<file path="src/design/flight_time_defines.vh">
// Purpose: Constants for the gated-clock flight time digitizer
// Assumes: 125 MHz system clock, gated clock train sampled as an input
// Notes: Widths and strobe timing counts
`ifndef FLIGHT_TIME_DEFINES_VH
`define FLIGHT_TIME_DEFINES_VH
`define SHIFT_LEN 16
`define USED_STAGES 12
`define OUT_BITS 24
// Hold of 16 ns at the 8 ns system clock
`define HOLD_CYCLES 4'h2
`define HOLD_CNT_W 4
// Quiet of 16 ns after the last edge of a full train
`define GAP_CYCLES 6'h01
// Quiet spell that ends a cut train; well above any half period of the train
`define IDLE_CYCLES 6'h20
`define GAP_CNT_W 6
// Twelve pulses give a rise and a fall each
`define TRAIN_EDGES 5'h18
`define EDGE_CNT_W 5
`endif

</file>
<file path="src/design/flight_time_core.v">
// Purpose: Time encoder of one latching flight time digitizer channel
// Assumes: Gated clock, front and rear pulses are asynchronous pins
// Notes: The three asynchronous pins pass two flops; edges are found on the system clock
`timescale 1ns/1ns
`default_nettype none
`include "flight_time_defines.vh"
module flight_time_core (
  input wire CLK_I,                           // System clock, 125 MHz
  input wire RST_N_I,                         // Async reset, active low
  input wire CE_I,                            // Clock enable, freezes state
  input wire GATED_CLK_I,                     // Gated clock train pin
  input wire FRONT_I,                         // Front detector pulse
  input wire REAR_I,                          // Rear detector pulse
  output wire [`OUT_BITS:1] FLIGHT_TIME_O,    // Held thermometer pattern
  output wire STORE_STROBE_O,                 // Store strobe pulse
  output wire SHIFT_CLEAR_STROBE_O,           // Shift clear pulse
  output wire HOLD_CLEAR_STROBE_O,            // Hold clear pulse
  output wire LATCH_O                         // Coincidence latch state
);
  reg [1:0] gclk_s_r;
  reg [1:0] front_s_r;
  reg [1:0] rear_s_r;
  reg gclk_d_r;
  reg front_d_r;
  reg latch_r;
  reg latch_nxt;
  reg [1:0] pulse_age_r;
  reg [1:0] state_r;
  reg [`EDGE_CNT_W-1:0] edge_cnt_r;
  reg [`GAP_CNT_W-1:0] gap_cnt_r;
  reg store_r;
  reg shift_clr_r;
  reg hold_clr_r;
  reg [`HOLD_CNT_W-1:0] hold_cnt_r;
  reg [`OUT_BITS:1] hold_r;
  wire gclk_rise;
  wire gclk_fall;
  wire gclk_edge;
  wire front_rise;
  wire [`USED_STAGES-1:0] odd_stages;
  wire [`USED_STAGES-1:0] even_stages;
  wire [`OUT_BITS:1] pattern;

  // Train tracker states
  localparam [1:0] ST_GAP = 2'h0; // Between trains
  localparam [1:0] ST_TRAIN = 2'h1; // Counting the edges of a train
  localparam [1:0] ST_TAIL = 2'h2; // Whole train seen, waiting for quiet

  // Two-flop synchronisers; edges are found on the second stage only
  always @(posedge CLK_I or negedge RST_N_I) begin
    if (!RST_N_I) begin
      gclk_s_r <= 2'h0;
      front_s_r <= 2'h0;
      rear_s_r <= 2'h0;
      gclk_d_r <= 1'b0;
      front_d_r <= 1'b0;
    end else if (CE_I) begin
      gclk_s_r <= {gclk_s_r[0], GATED_CLK_I};
      front_s_r <= {front_s_r[0], FRONT_I};
      rear_s_r <= {rear_s_r[0], REAR_I};
      gclk_d_r <= gclk_s_r[1];
      front_d_r <= front_s_r[1];
    end
  end
  assign gclk_rise = gclk_s_r[1] & ~gclk_d_r;
  assign gclk_fall = ~gclk_s_r[1] & gclk_d_r;
  assign front_rise = front_s_r[1] & ~front_d_r;
  assign gclk_edge = gclk_rise | gclk_fall;

  // Train tracker: a short quiet only ends a full train, since the pin
  // may sit still for far longer than the gap between two edges in a train
  always @(posedge CLK_I or negedge RST_N_I) begin
    if (!RST_N_I) begin
      state_r <= ST_GAP;
      edge_cnt_r <= 5'h00;
      gap_cnt_r <= 6'h00;
      store_r <= 1'b0;
    end else if (CE_I) begin
      store_r <= 1'b0;
      case (state_r)
        ST_GAP: begin
          gap_cnt_r <= 6'h00;
          if (gclk_edge) begin
            state_r <= ST_TRAIN;
            edge_cnt_r <= 5'h01;
          end
        end
        ST_TRAIN: begin
          if (gclk_edge) begin
            gap_cnt_r <= 6'h00;
            edge_cnt_r <= edge_cnt_r + 5'h01;
            if (edge_cnt_r == (`TRAIN_EDGES - 5'h01)) begin
              state_r <= ST_TAIL;
            end
          end else if (gap_cnt_r == `IDLE_CYCLES) begin
            state_r <= ST_GAP; // Cut train still gets stored
            store_r <= 1'b1;
          end else begin
            gap_cnt_r <= gap_cnt_r + 6'h01;
          end
        end
        ST_TAIL: begin
          if (gclk_edge) begin
            gap_cnt_r <= 6'h00;
          end else if (gap_cnt_r == `GAP_CYCLES) begin
            state_r <= ST_GAP;
            store_r <= 1'b1;
          end else begin
            gap_cnt_r <= gap_cnt_r + 6'h01;
          end
        end
        default: begin
          state_r <= ST_GAP;
        end
      endcase
    end
  end

  // Latch clear timing: cleared at the store of the second pulse after set
  always @* begin
    latch_nxt = latch_r;
    if (store_r && pulse_age_r == 2'h1) begin
      latch_nxt = 1'b0;
    end else if (!latch_r && front_rise && pulse_age_r == 2'h0) begin
      latch_nxt = rear_s_r[1];
    end
  end

  // Latch and its pulse age; no re-arm until clear has finished
  always @(posedge CLK_I or negedge RST_N_I) begin
    if (!RST_N_I) begin
      latch_r <= 1'b0;
      pulse_age_r <= 2'h0;
    end else if (CE_I) begin
      latch_r <= latch_nxt;
      if (store_r && latch_r) begin
        pulse_age_r <= (pulse_age_r == 2'h1) ? 2'h0 : 2'h1;
      end
    end
  end

  // Odd register on rising edges, even on falling edges
  sample_shift odd_sr (
    .clk_i(CLK_I),
    .rst_n_i(RST_N_I),
    .ce_i(CE_I),
    .shift_i(gclk_rise),
    .clear_i(shift_clr_r),
    .din_i(latch_r),
    .stages_o(odd_stages)
  );
  sample_shift even_sr (
    .clk_i(CLK_I),
    .rst_n_i(RST_N_I),
    .ce_i(CE_I),
    .shift_i(gclk_fall),
    .clear_i(shift_clr_r),
    .din_i(latch_r),
    .stages_o(even_stages)
  );

  // Interleave: stage k gives odd bit 2k+1 and even bit 2k+2
  genvar k;
  generate
    for (k = 0; k < `USED_STAGES; k = k + 1) begin : g_bits
      assign pattern[2*k+1] = odd_stages[k];
      assign pattern[2*k+2] = even_stages[k];
    end
  endgenerate

  // Shift clear one cycle after store, so the holding registers load first
  always @(posedge CLK_I or negedge RST_N_I) begin
    if (!RST_N_I) begin
      shift_clr_r <= 1'b0;
    end else if (CE_I) begin
      shift_clr_r <= store_r;
    end
  end

  // Hold timer: fixed hold time gives every set bit the same width
  always @(posedge CLK_I or negedge RST_N_I) begin
    if (!RST_N_I) begin
      hold_clr_r <= 1'b0;
      hold_cnt_r <= 4'h0;
    end else if (CE_I) begin
      hold_clr_r <= 1'b0;
      if (store_r) begin
        hold_cnt_r <= `HOLD_CYCLES - 4'h1; // Load itself lands one cycle after store
      end else if (hold_cnt_r != 4'h0) begin
        hold_cnt_r <= hold_cnt_r - 4'h1;
        if (hold_cnt_r == 4'h1) begin
          hold_clr_r <= 1'b1;
        end
      end
    end
  end

  // Holding registers: clear dominates, load on store strobe
  always @(posedge CLK_I or negedge RST_N_I) begin
    if (!RST_N_I) begin
      hold_r <= 24'h000000;
    end else if (CE_I) begin
      if (hold_clr_r) begin
        hold_r <= 24'h000000;
      end else if (store_r) begin
        hold_r <= pattern;
      end
    end
  end

  assign FLIGHT_TIME_O = hold_r;
  assign STORE_STROBE_O = store_r;
  assign SHIFT_CLEAR_STROBE_O = shift_clr_r;
  assign HOLD_CLEAR_STROBE_O = hold_clr_r;
  assign LATCH_O = latch_r;
endmodule
`default_nettype wire

</file>
<file path="src/design/sample_shift.v">
// Purpose: One sampling shift register on the system clock, shifted by a qualified edge strobe
// Assumes: Edge strobe comes from the system clock domain
// Notes: Only the low used stages are brought out
`timescale 1ns/1ns
`default_nettype none
`include "flight_time_defines.vh"
module sample_shift (
  input wire clk_i,                          // System clock
  input wire rst_n_i,                        // Async reset, active low
  input wire ce_i,                           // Clock enable
  input wire shift_i,                        // Shift strobe
  input wire clear_i,                        // Synchronous clear
  input wire din_i,                          // Serial data
  output wire [`USED_STAGES-1:0] stages_o    // Used stages
);
  reg [`SHIFT_LEN-1:0] sr_r;
  // Shift toward higher stages, new bit enters stage 0
  always @(posedge clk_i or negedge rst_n_i) begin
    if (!rst_n_i) begin
      sr_r <= 16'h0000;
    end else if (ce_i) begin
      if (clear_i) begin
        sr_r <= 16'h0000;
      end else if (shift_i) begin
        sr_r <= {sr_r[`SHIFT_LEN-2:0], din_i};
      end
    end
  end
  assign stages_o = sr_r[`USED_STAGES-1:0];
endmodule
`default_nettype wire

</file>
<file path="config.mk">
export PLATFORM = sky130hd
export DESIGN_NAME = flight_time_core
export DESIGN_NICKNAME = d
export VERILOG_FILES = /design/src/design/flight_time_core.v /design/src/design/sample_shift.v
export VERILOG_INCLUDE_DIRS = /design/src /design/src/design
export SDC_FILE = /design/constraint.sdc
export NUM_CORES = 1
export LEC_CHECK = 0
export ABC_AREA = 1
export BUFFER_PORTS_ARGS = -buffer_cell sky130_fd_sc_hd__clkbuf_2
export CORE_ASPECT_RATIO = 1.25
export CORE_MARGIN = 2
export CORE_UTILIZATION = 47
export DETAILED_ROUTE_END_ITERATION = 12
export GPL_ROUTABILITY_DRIVEN = 0
export PLACE_DENSITY_LB_ADDON = 0.1
export RECOVER_POWER = 50
export SKIP_LAST_GASP = 1
export SYNTH_ARGS = -nofsm -noshare
export SYNTH_HDL_FRONTEND = slang
export SYNTH_SLANG_ARGS = --single-unit
export TNS_END_PERCENT = 100
</file>
<file path="constraint.sdc">
create_clock -name CLK_I -period 1.6 [get_ports CLK_I]
set_input_delay 0.08 -clock CLK_I [delete_from_list [all_inputs] [get_ports CLK_I]]
set_output_delay 0.08 -clock CLK_I [all_outputs]
set_load 0.02 [all_outputs]
</file>
==> impl_metrics.yaml, run 1 <==
detailed_routing:
  wl_met3_um: 232
  drtAntennaViolNets: 0
  initialDrtViolationCount: 155
  routed.top_layer: "met4"
  vias: 2611
  drt-met1-wl_um: 3170
  first_pass_iters: 4
  vias_per_cell: 4.95
  wl_per_cell_um: 12.8
  drc_errors: 0
  wl_um: 6730
  wl_met2_um: 3200
placed_design:
  hpwl_um: 4440
  post_dp_cell_area_um2: 3770
  portBuffers: 33
  placed_cells: 502
clock_network:
  clk_root_buffer_cell: "clkbuf_8"
  cts_max_level: 3
  clockBufferDepth: 2
  clk_pin_slew_ns: 0.08
  cts_tree: "done"
  cts_sinks: 78
  worstSkewPairLatency_ns: 0.35
  cts_buffers: 9
yosys:
  syn_nets: 401
  synth-edff-count: 0
  netlist_instances: 382
  synth_seq_cells: 78
  avgSynthCellArea_um2: 9.18
  ys_warn_count: 0
  synth_area_um2: 3510
  ys_seq_area_share_pct: 55.6
  synth_cell_types: 27
  async_flop_share_pct: 100
  synthFlopType: "dfrtp_1"
floorplanning:
  core_area_um2: 7310
  io_pins: 34
  die-width_um: 81.3
  rows: 35
  start_util_pct: 48.0
  die-area_um2: 8180
  die_h_um: 101
cells_and_area:
  antenna_cells: 0
  drive_gt1_share_pct: 18.6
  area_growth_pct: 15.5
  layout.cells.non_filler: 527
  stdcell_area_um2: 4050
  seqCellArea_um2: 1950
  layout.nets: 449
  fillers: 642
  multiInputGateArea_um2: 1220
timing:
  tightest_slew_ns: 0.860
  fin_crit_ns: 1.56
  fmax_mhz: 642
  slew_headroom_pct: 42.7
  finalCritPeriodShare_pct: 97.4
  finalHoldViolCount: 0
  rsz0062_at_grt: "yes"
  slew_violations: 0
  final-setup-viol-count: 0
  hold_slack_ns: 0.0935
  clock-skew-final_ns: 0.0101
grt:
  grt_first_pass_wirelength_um: 11300
  grt_usage_pct: 18.0
  grt_pass1_vias: 2491
  grt_max_degree: 35
  antenna_found_initial: 0
  grt_overflow: 0
critical_path:
  path_max_fanout: 7
  start_kind: "register"
  end_kind: "register"
  worstPathArrival_ns: 1.79
  crit_type: "register to register"
  max_stage_delay_ns: 0.39
  crit_chain: "inv_2, ha_4, nand2_2, inv_2, nand4_1, nand4_1, o21ai_0"
  cpMaxStageDelayCell: "dfrtp_1"
  crit_required_ns: 1.83
min_path:
  hold_class: "primary input to register"
power:
  power_mw: 6.28
  vdd_ir_drop_max_mv: 0.624
  p_per_area_nw_per_um2: 1550
  p_leak_nw: 1.97
job:
  max-cap-violations: 0
status:
  status: "completed"
layer usage:
layer | vias to the layer above | track usage [%]
met5 | - | 0
met4 | 0 | 7.43
met3 | 12 | 4.03
met2 | 44 | 27.6
met1 | 1219 | 24.7
li1 | 1336 | -
sequential cells by signal (all words and copies together) (netlist names):
signal                cells
front_s_r                 2
pulse_age_r               1
SHIFT_CLEAR_STROBE_O      1
LATCH_O                   1
hold_cnt_r                4
odd_sr.sr_r              12
front_d_r                 1
even_sr.sr_r             12
edge_cnt_r                5
rear_s_r                  2
STORE_STROBE_O            1
state_r                   2
HOLD_CLEAR_STROBE_O       1
gap_cnt_r                 6
FLIGHT_TIME_O            24
gclk_s_r                  2
gclk_d_r                  1
logic make-up after synthesis:
group                    after synthesis  synth area share [%]
AO/OA/AOI/OAI                         80                  13.3
buffers and inverters                 90                  10.8
AND/OR/NAND/NOR                      118                  14.9
adder cells (fa/ha/maj)               13                  4.64
flip-flops                            78                  55.6
XOR/XNOR                               3                 0.749
power by group:
part / switching [mW] / internal [mW] / leakage [nW]
registers: 0.355 / 2.58 / 1.03
logic: 1.26 / 0.733 / 0.851
clock network: 0.776 / 0.581 / 0.0842
total: 2.39 / 3.89 / 1.97
timing repair:
item	in CTS	in global routing
endpoints found under the hold margin	35	0
resized for setup	1	10
setup buffers	0	4
cloned	0	1
endpoints found under the setup margin	2	21
pin swaps	0	4
hold buffers	4	0
path summary, 6_finish.rpt:
| path | from | endpoint | slack (ns) | cells past startpoint |
|---|---|---|---|---|
| setup reg to reg | gclk_s_r[1] | gap_cnt_r[5] | 0.04 | 7 |
| hold reg to reg | front_d_r | LATCH_O | 0.47 | 1 |
| hold / removal | CE_I | HOLD_CLEAR_STROBE_O | 0.09 | 2 |
| min in group asynchronous | RST_N_I | FLIGHT_TIME_O[19] | 0.36 | 2 |
| max in group asynchronous | RST_N_I | FLIGHT_TIME_O[1] | 0.23 | 3 |
| setup / recovery | gclk_s_r[1] | gap_cnt_r[5] | 0.04 | 7 |
worst max-delay path: cells and delay by family (launching register included):
kind,cells,cell delay (ns)
DFF,1,0.39
and+or+nand+nor,3,0.54
adders and majority gates,1,0.31
buffers and inverters,2,0.12
AOI/OAI and AO/OA,1,0.09
cell type report:
class | instances | share of cell area (%)
flip-flops and latches | 78 | 48.2
multi-input cells | 215 | 30.1
repair buffers | 49 | 7.29
inverters | 77 | 7.13
clock buffers | 9 | 3.06
well taps | 92 | 2.84
clock inverters | 7 | 1.39
synth_stat cells, types with 3 or more instances:
library cell	n	area [um^2]
nand2_1	58	218
nand4_1	9	56.3
o21ai_1	3	15.0
dfrtp_1	78	1950
nand3_1	35	175
buf_4	6	45.0
ha_1	13	163
o21ai_0	42	210
inv_2	3	11.3
inv_1	74	278
a21oi_1	3	15.0
nor2_1	12	45.0
buf_2	3	15.0
xor2_1	3	26.3
o22ai_1	23	144
stage by stage:
step / setup TNS (ns) / setup slack, ns / util [%]
2_1_floorplan: 0 / 0.148 / -
3_3_place_gp: 0 / 0.0723 / 51.6
3_5_place_dp: 0 / 0.0105 / 51.6
4_1_cts: 0 / 0.0403 / 54.6
5_1_grt: -0.486 / -0.0709 / 55.4
6_report: 0 / 0.0416 / 55.4
cell usage in the layout, fill, tap and decap left out, drive strengths merged:
cell	netlist	final
a32o	1	1
dlygate4sd3	0	4
o32ai	1	1
o22ai	24	24
xor2	3	3
o21bai	2	2
dfrtp	78	78
clkbuf	0	43
o21ai	46	46
ha	13	13
nor2	14	14
nand3	36	37
clkinv	0	1
inv	77	80
clkinvlp	0	3
buf	13	11
a21oi	5	5
nand2	59	59
nand4	9	9
o41ai	1	1
No activity file was read; power rests on OpenSTA's default activity.
==> inputs of run 2 (changes only) <==
--- a/config.mk
+++ b/config.mk
@@ -8,7 +8,7 @@
 export LEC_CHECK = 0
 export ABC_AREA = 1
 export BUFFER_PORTS_ARGS = -buffer_cell sky130_fd_sc_hd__clkbuf_2
-export CORE_ASPECT_RATIO = 1.25
+export CORE_ASPECT_RATIO = 0.6
 export CORE_MARGIN = 2
 export CORE_UTILIZATION = 47
 export DETAILED_ROUTE_END_ITERATION = 12
==> run 2 against run 1 <==
Effect of this change:
- sequential share of layout area decreased by 2.4 points
- clock power increased by 77%
- maximum frequency increased by 2.3%
- worst hold slack better by 0.022 ns
- critical path depth unchanged
- final area increased by 5.3%
- sequential cell count is the same
==> impl_metrics.yaml, run 2 (synthesized netlist as in run 1, its figures left out) <==
status:
  status: "completed"
timing:
  fin_crit_ns: 1.52
  rsz0062_at_grt: "yes"
  hold_slack_ns: 0.115
  setup_ws_ns: 0.0760
  slew_violations: 0
  finalCritPeriodShare_pct: 95.2
  slew_headroom_pct: 42.6
  finalHoldViolCount: 0
  final-setup-viol-count: 0
  tightest_slew_ns: 0.861
  clock-skew-final_ns: 0.00707
  fmax_mhz: 656
clock_network:
  clk_root_buffer_cell: "clkbuf_16"
  cts_max_level: 3
  worstSkewPairLatency_ns: 0.34
  clk_pin_slew_ns: 0.06
  cts_sinks: 78
  cts_buffers: 9
  clockBufferDepth: 2
  cts_tree: "done"
cells_and_area:
  stdcell_area_um2: 4270
  drive_gt1_share_pct: 18.8
  layout.cells.non_filler: 541
  layout_common_cells: "77 x dfrtp_1, 72 x inv_1, 57 x nand2_1, 38 x o21ai_0"
  largest_reg_flops: 24
  fillers: 656
  area_growth_pct: 21.6
  final_common_cell: "dfrtp_1"
  fin_util_pct: 59.0
  antenna_cells: 0
  layout.nets: 451
floorplanning:
  rows: 24
  io_pins: 34
  start_util_pct: 48.5
  core_area_um2: 7240
  die-area_um2: 8190
  die_h_um: 70.9
  die-width_um: 116
detailed_routing:
  wl_per_cell_um: 13.3
  vias_per_cell: 5.01
  vias: 2710
  drc_errors: 0
  first_pass_iters: 5
  drtAntennaViolNets: 0
  initialDrtViolationCount: 148
  wl_um: 7180
power:
  p_leak_nw: 2.06
  p_per_area_nw_per_um2: 1730
  vdd_ir_drop_max_mv: 1.05
critical_path:
  start_kind: "register"
  end_kind: "register"
  worstPathArrival_ns: 1.74
  crit_type: "register to register"
  path_max_fanout: 6
  ff2ff_path_depth: 7
  crit_required_ns: 1.82
grt:
  grt_usage_pct: 20.2
  met1_usage_pct: 30.8
  grt_first_pass_wirelength_um: 12600
  antenna_found_initial: 0
  grtUsageMet3_pct: 6.94
  met2_usage_pct: 27.0
  grt_pass1_vias: 2572
  busiest_layer: "met1"
  grt_overflow: 0
  grt_max_degree: 35
placed_design:
  post_dp_cell_area_um2: 3820
  dp_slack_ns: -0.0141
  hpwl_um: 4760
  portBuffers: 33
  placed_cells: 517
job:
  max-cap-violations: 0
min_path:
  hold_class: "primary input to register"
  min_path_cells: 3
run 2: changes by cell type in the layout (fill, tap and decap cells not counted), sizes merged:
cell,previous run,this run
clkbuf,43,47
bufinv,0,3
clkinv,1,0
inv,80,77
clkinvlp,3,2
run 2: where the power goes:
group / switching, mW / leakage [nW] / internal (mW) / total [mW]
logic: 1.30 / 0.864 / 0.735 / 2.03
clock network: 0.798 / 0.168 / 1.61 / 2.41
registers: 0.368 / 1.03 / 2.59 / 2.95
run 2: per-stage QoR:
step / TNS (ns) / total power [mW]
3_3_place_gp: 0 / 4.91
3_5_place_dp: -0.0184 / 4.94
6_report: 0 / 7.39
5_1_grt: -0.0917 / 7.91
4_1_cts: 0 / 7.41
2_1_floorplan: 0 / 4.30
run 2: layout make-up:
| type | instances | area [um^2] | share of cell area [%] |
|---|---|---|---|
| clock buffers | 11 | 253 | 5.92 |
| well taps | 104 | 130 | 3.05 |
| clock inverters | 5 | 105 | 2.46 |
| multi-input cells | 215 | 1220 | 28.6 |
| flip-flops and latches | 78 | 1950 | 45.8 |
| inverters | 77 | 289 | 6.77 |
| repair buffers | 51 | 317 | 7.42 |
run 2: worst max-delay path: stages (launching register included):
cell     delay (ns)
dfrtp_1        0.38
inv_2          0.06
ha_4           0.30
nand2_2        0.05
inv_2          0.05
nand4_1        0.22
nand4_1        0.24
o21ai_1        0.10
run 2: routing by layer:
layer	up-vias	share of wire, %	routed length (um)
li1	1342	-	-
met1	1283	51	3690
met2	76	42	2980
met3	9	6.2	442
met4	0	0.95	68
met5	-	0	0
run 2: worst paths after layout:
path	from	end	slack (ns)
worst max-delay path	gclk_s_r[1]	gap_cnt_r[4]	0.08
worst min register to register	pulse_age_r[0]	LATCH_O	0.48
max in group asynchronous	RST_N_I	odd_sr.sr_r[11]	0.25
worst max register to register	gclk_s_r[1]	gap_cnt_r[4]	0.08
min in group asynchronous	RST_N_I	FLIGHT_TIME_O[10]	0.39
worst min-delay path	CE_I	gclk_s_r[0]	0.12
run 2: what timing repair did:
item	4_1_cts	5_1_grt
setup endpoints to repair	3	10
endpoints found under the hold margin	34	0
hold buffers	4	0
resized for setup	2	12
cloned	0	1
pin swaps	0	4
buffers inserted	0	3
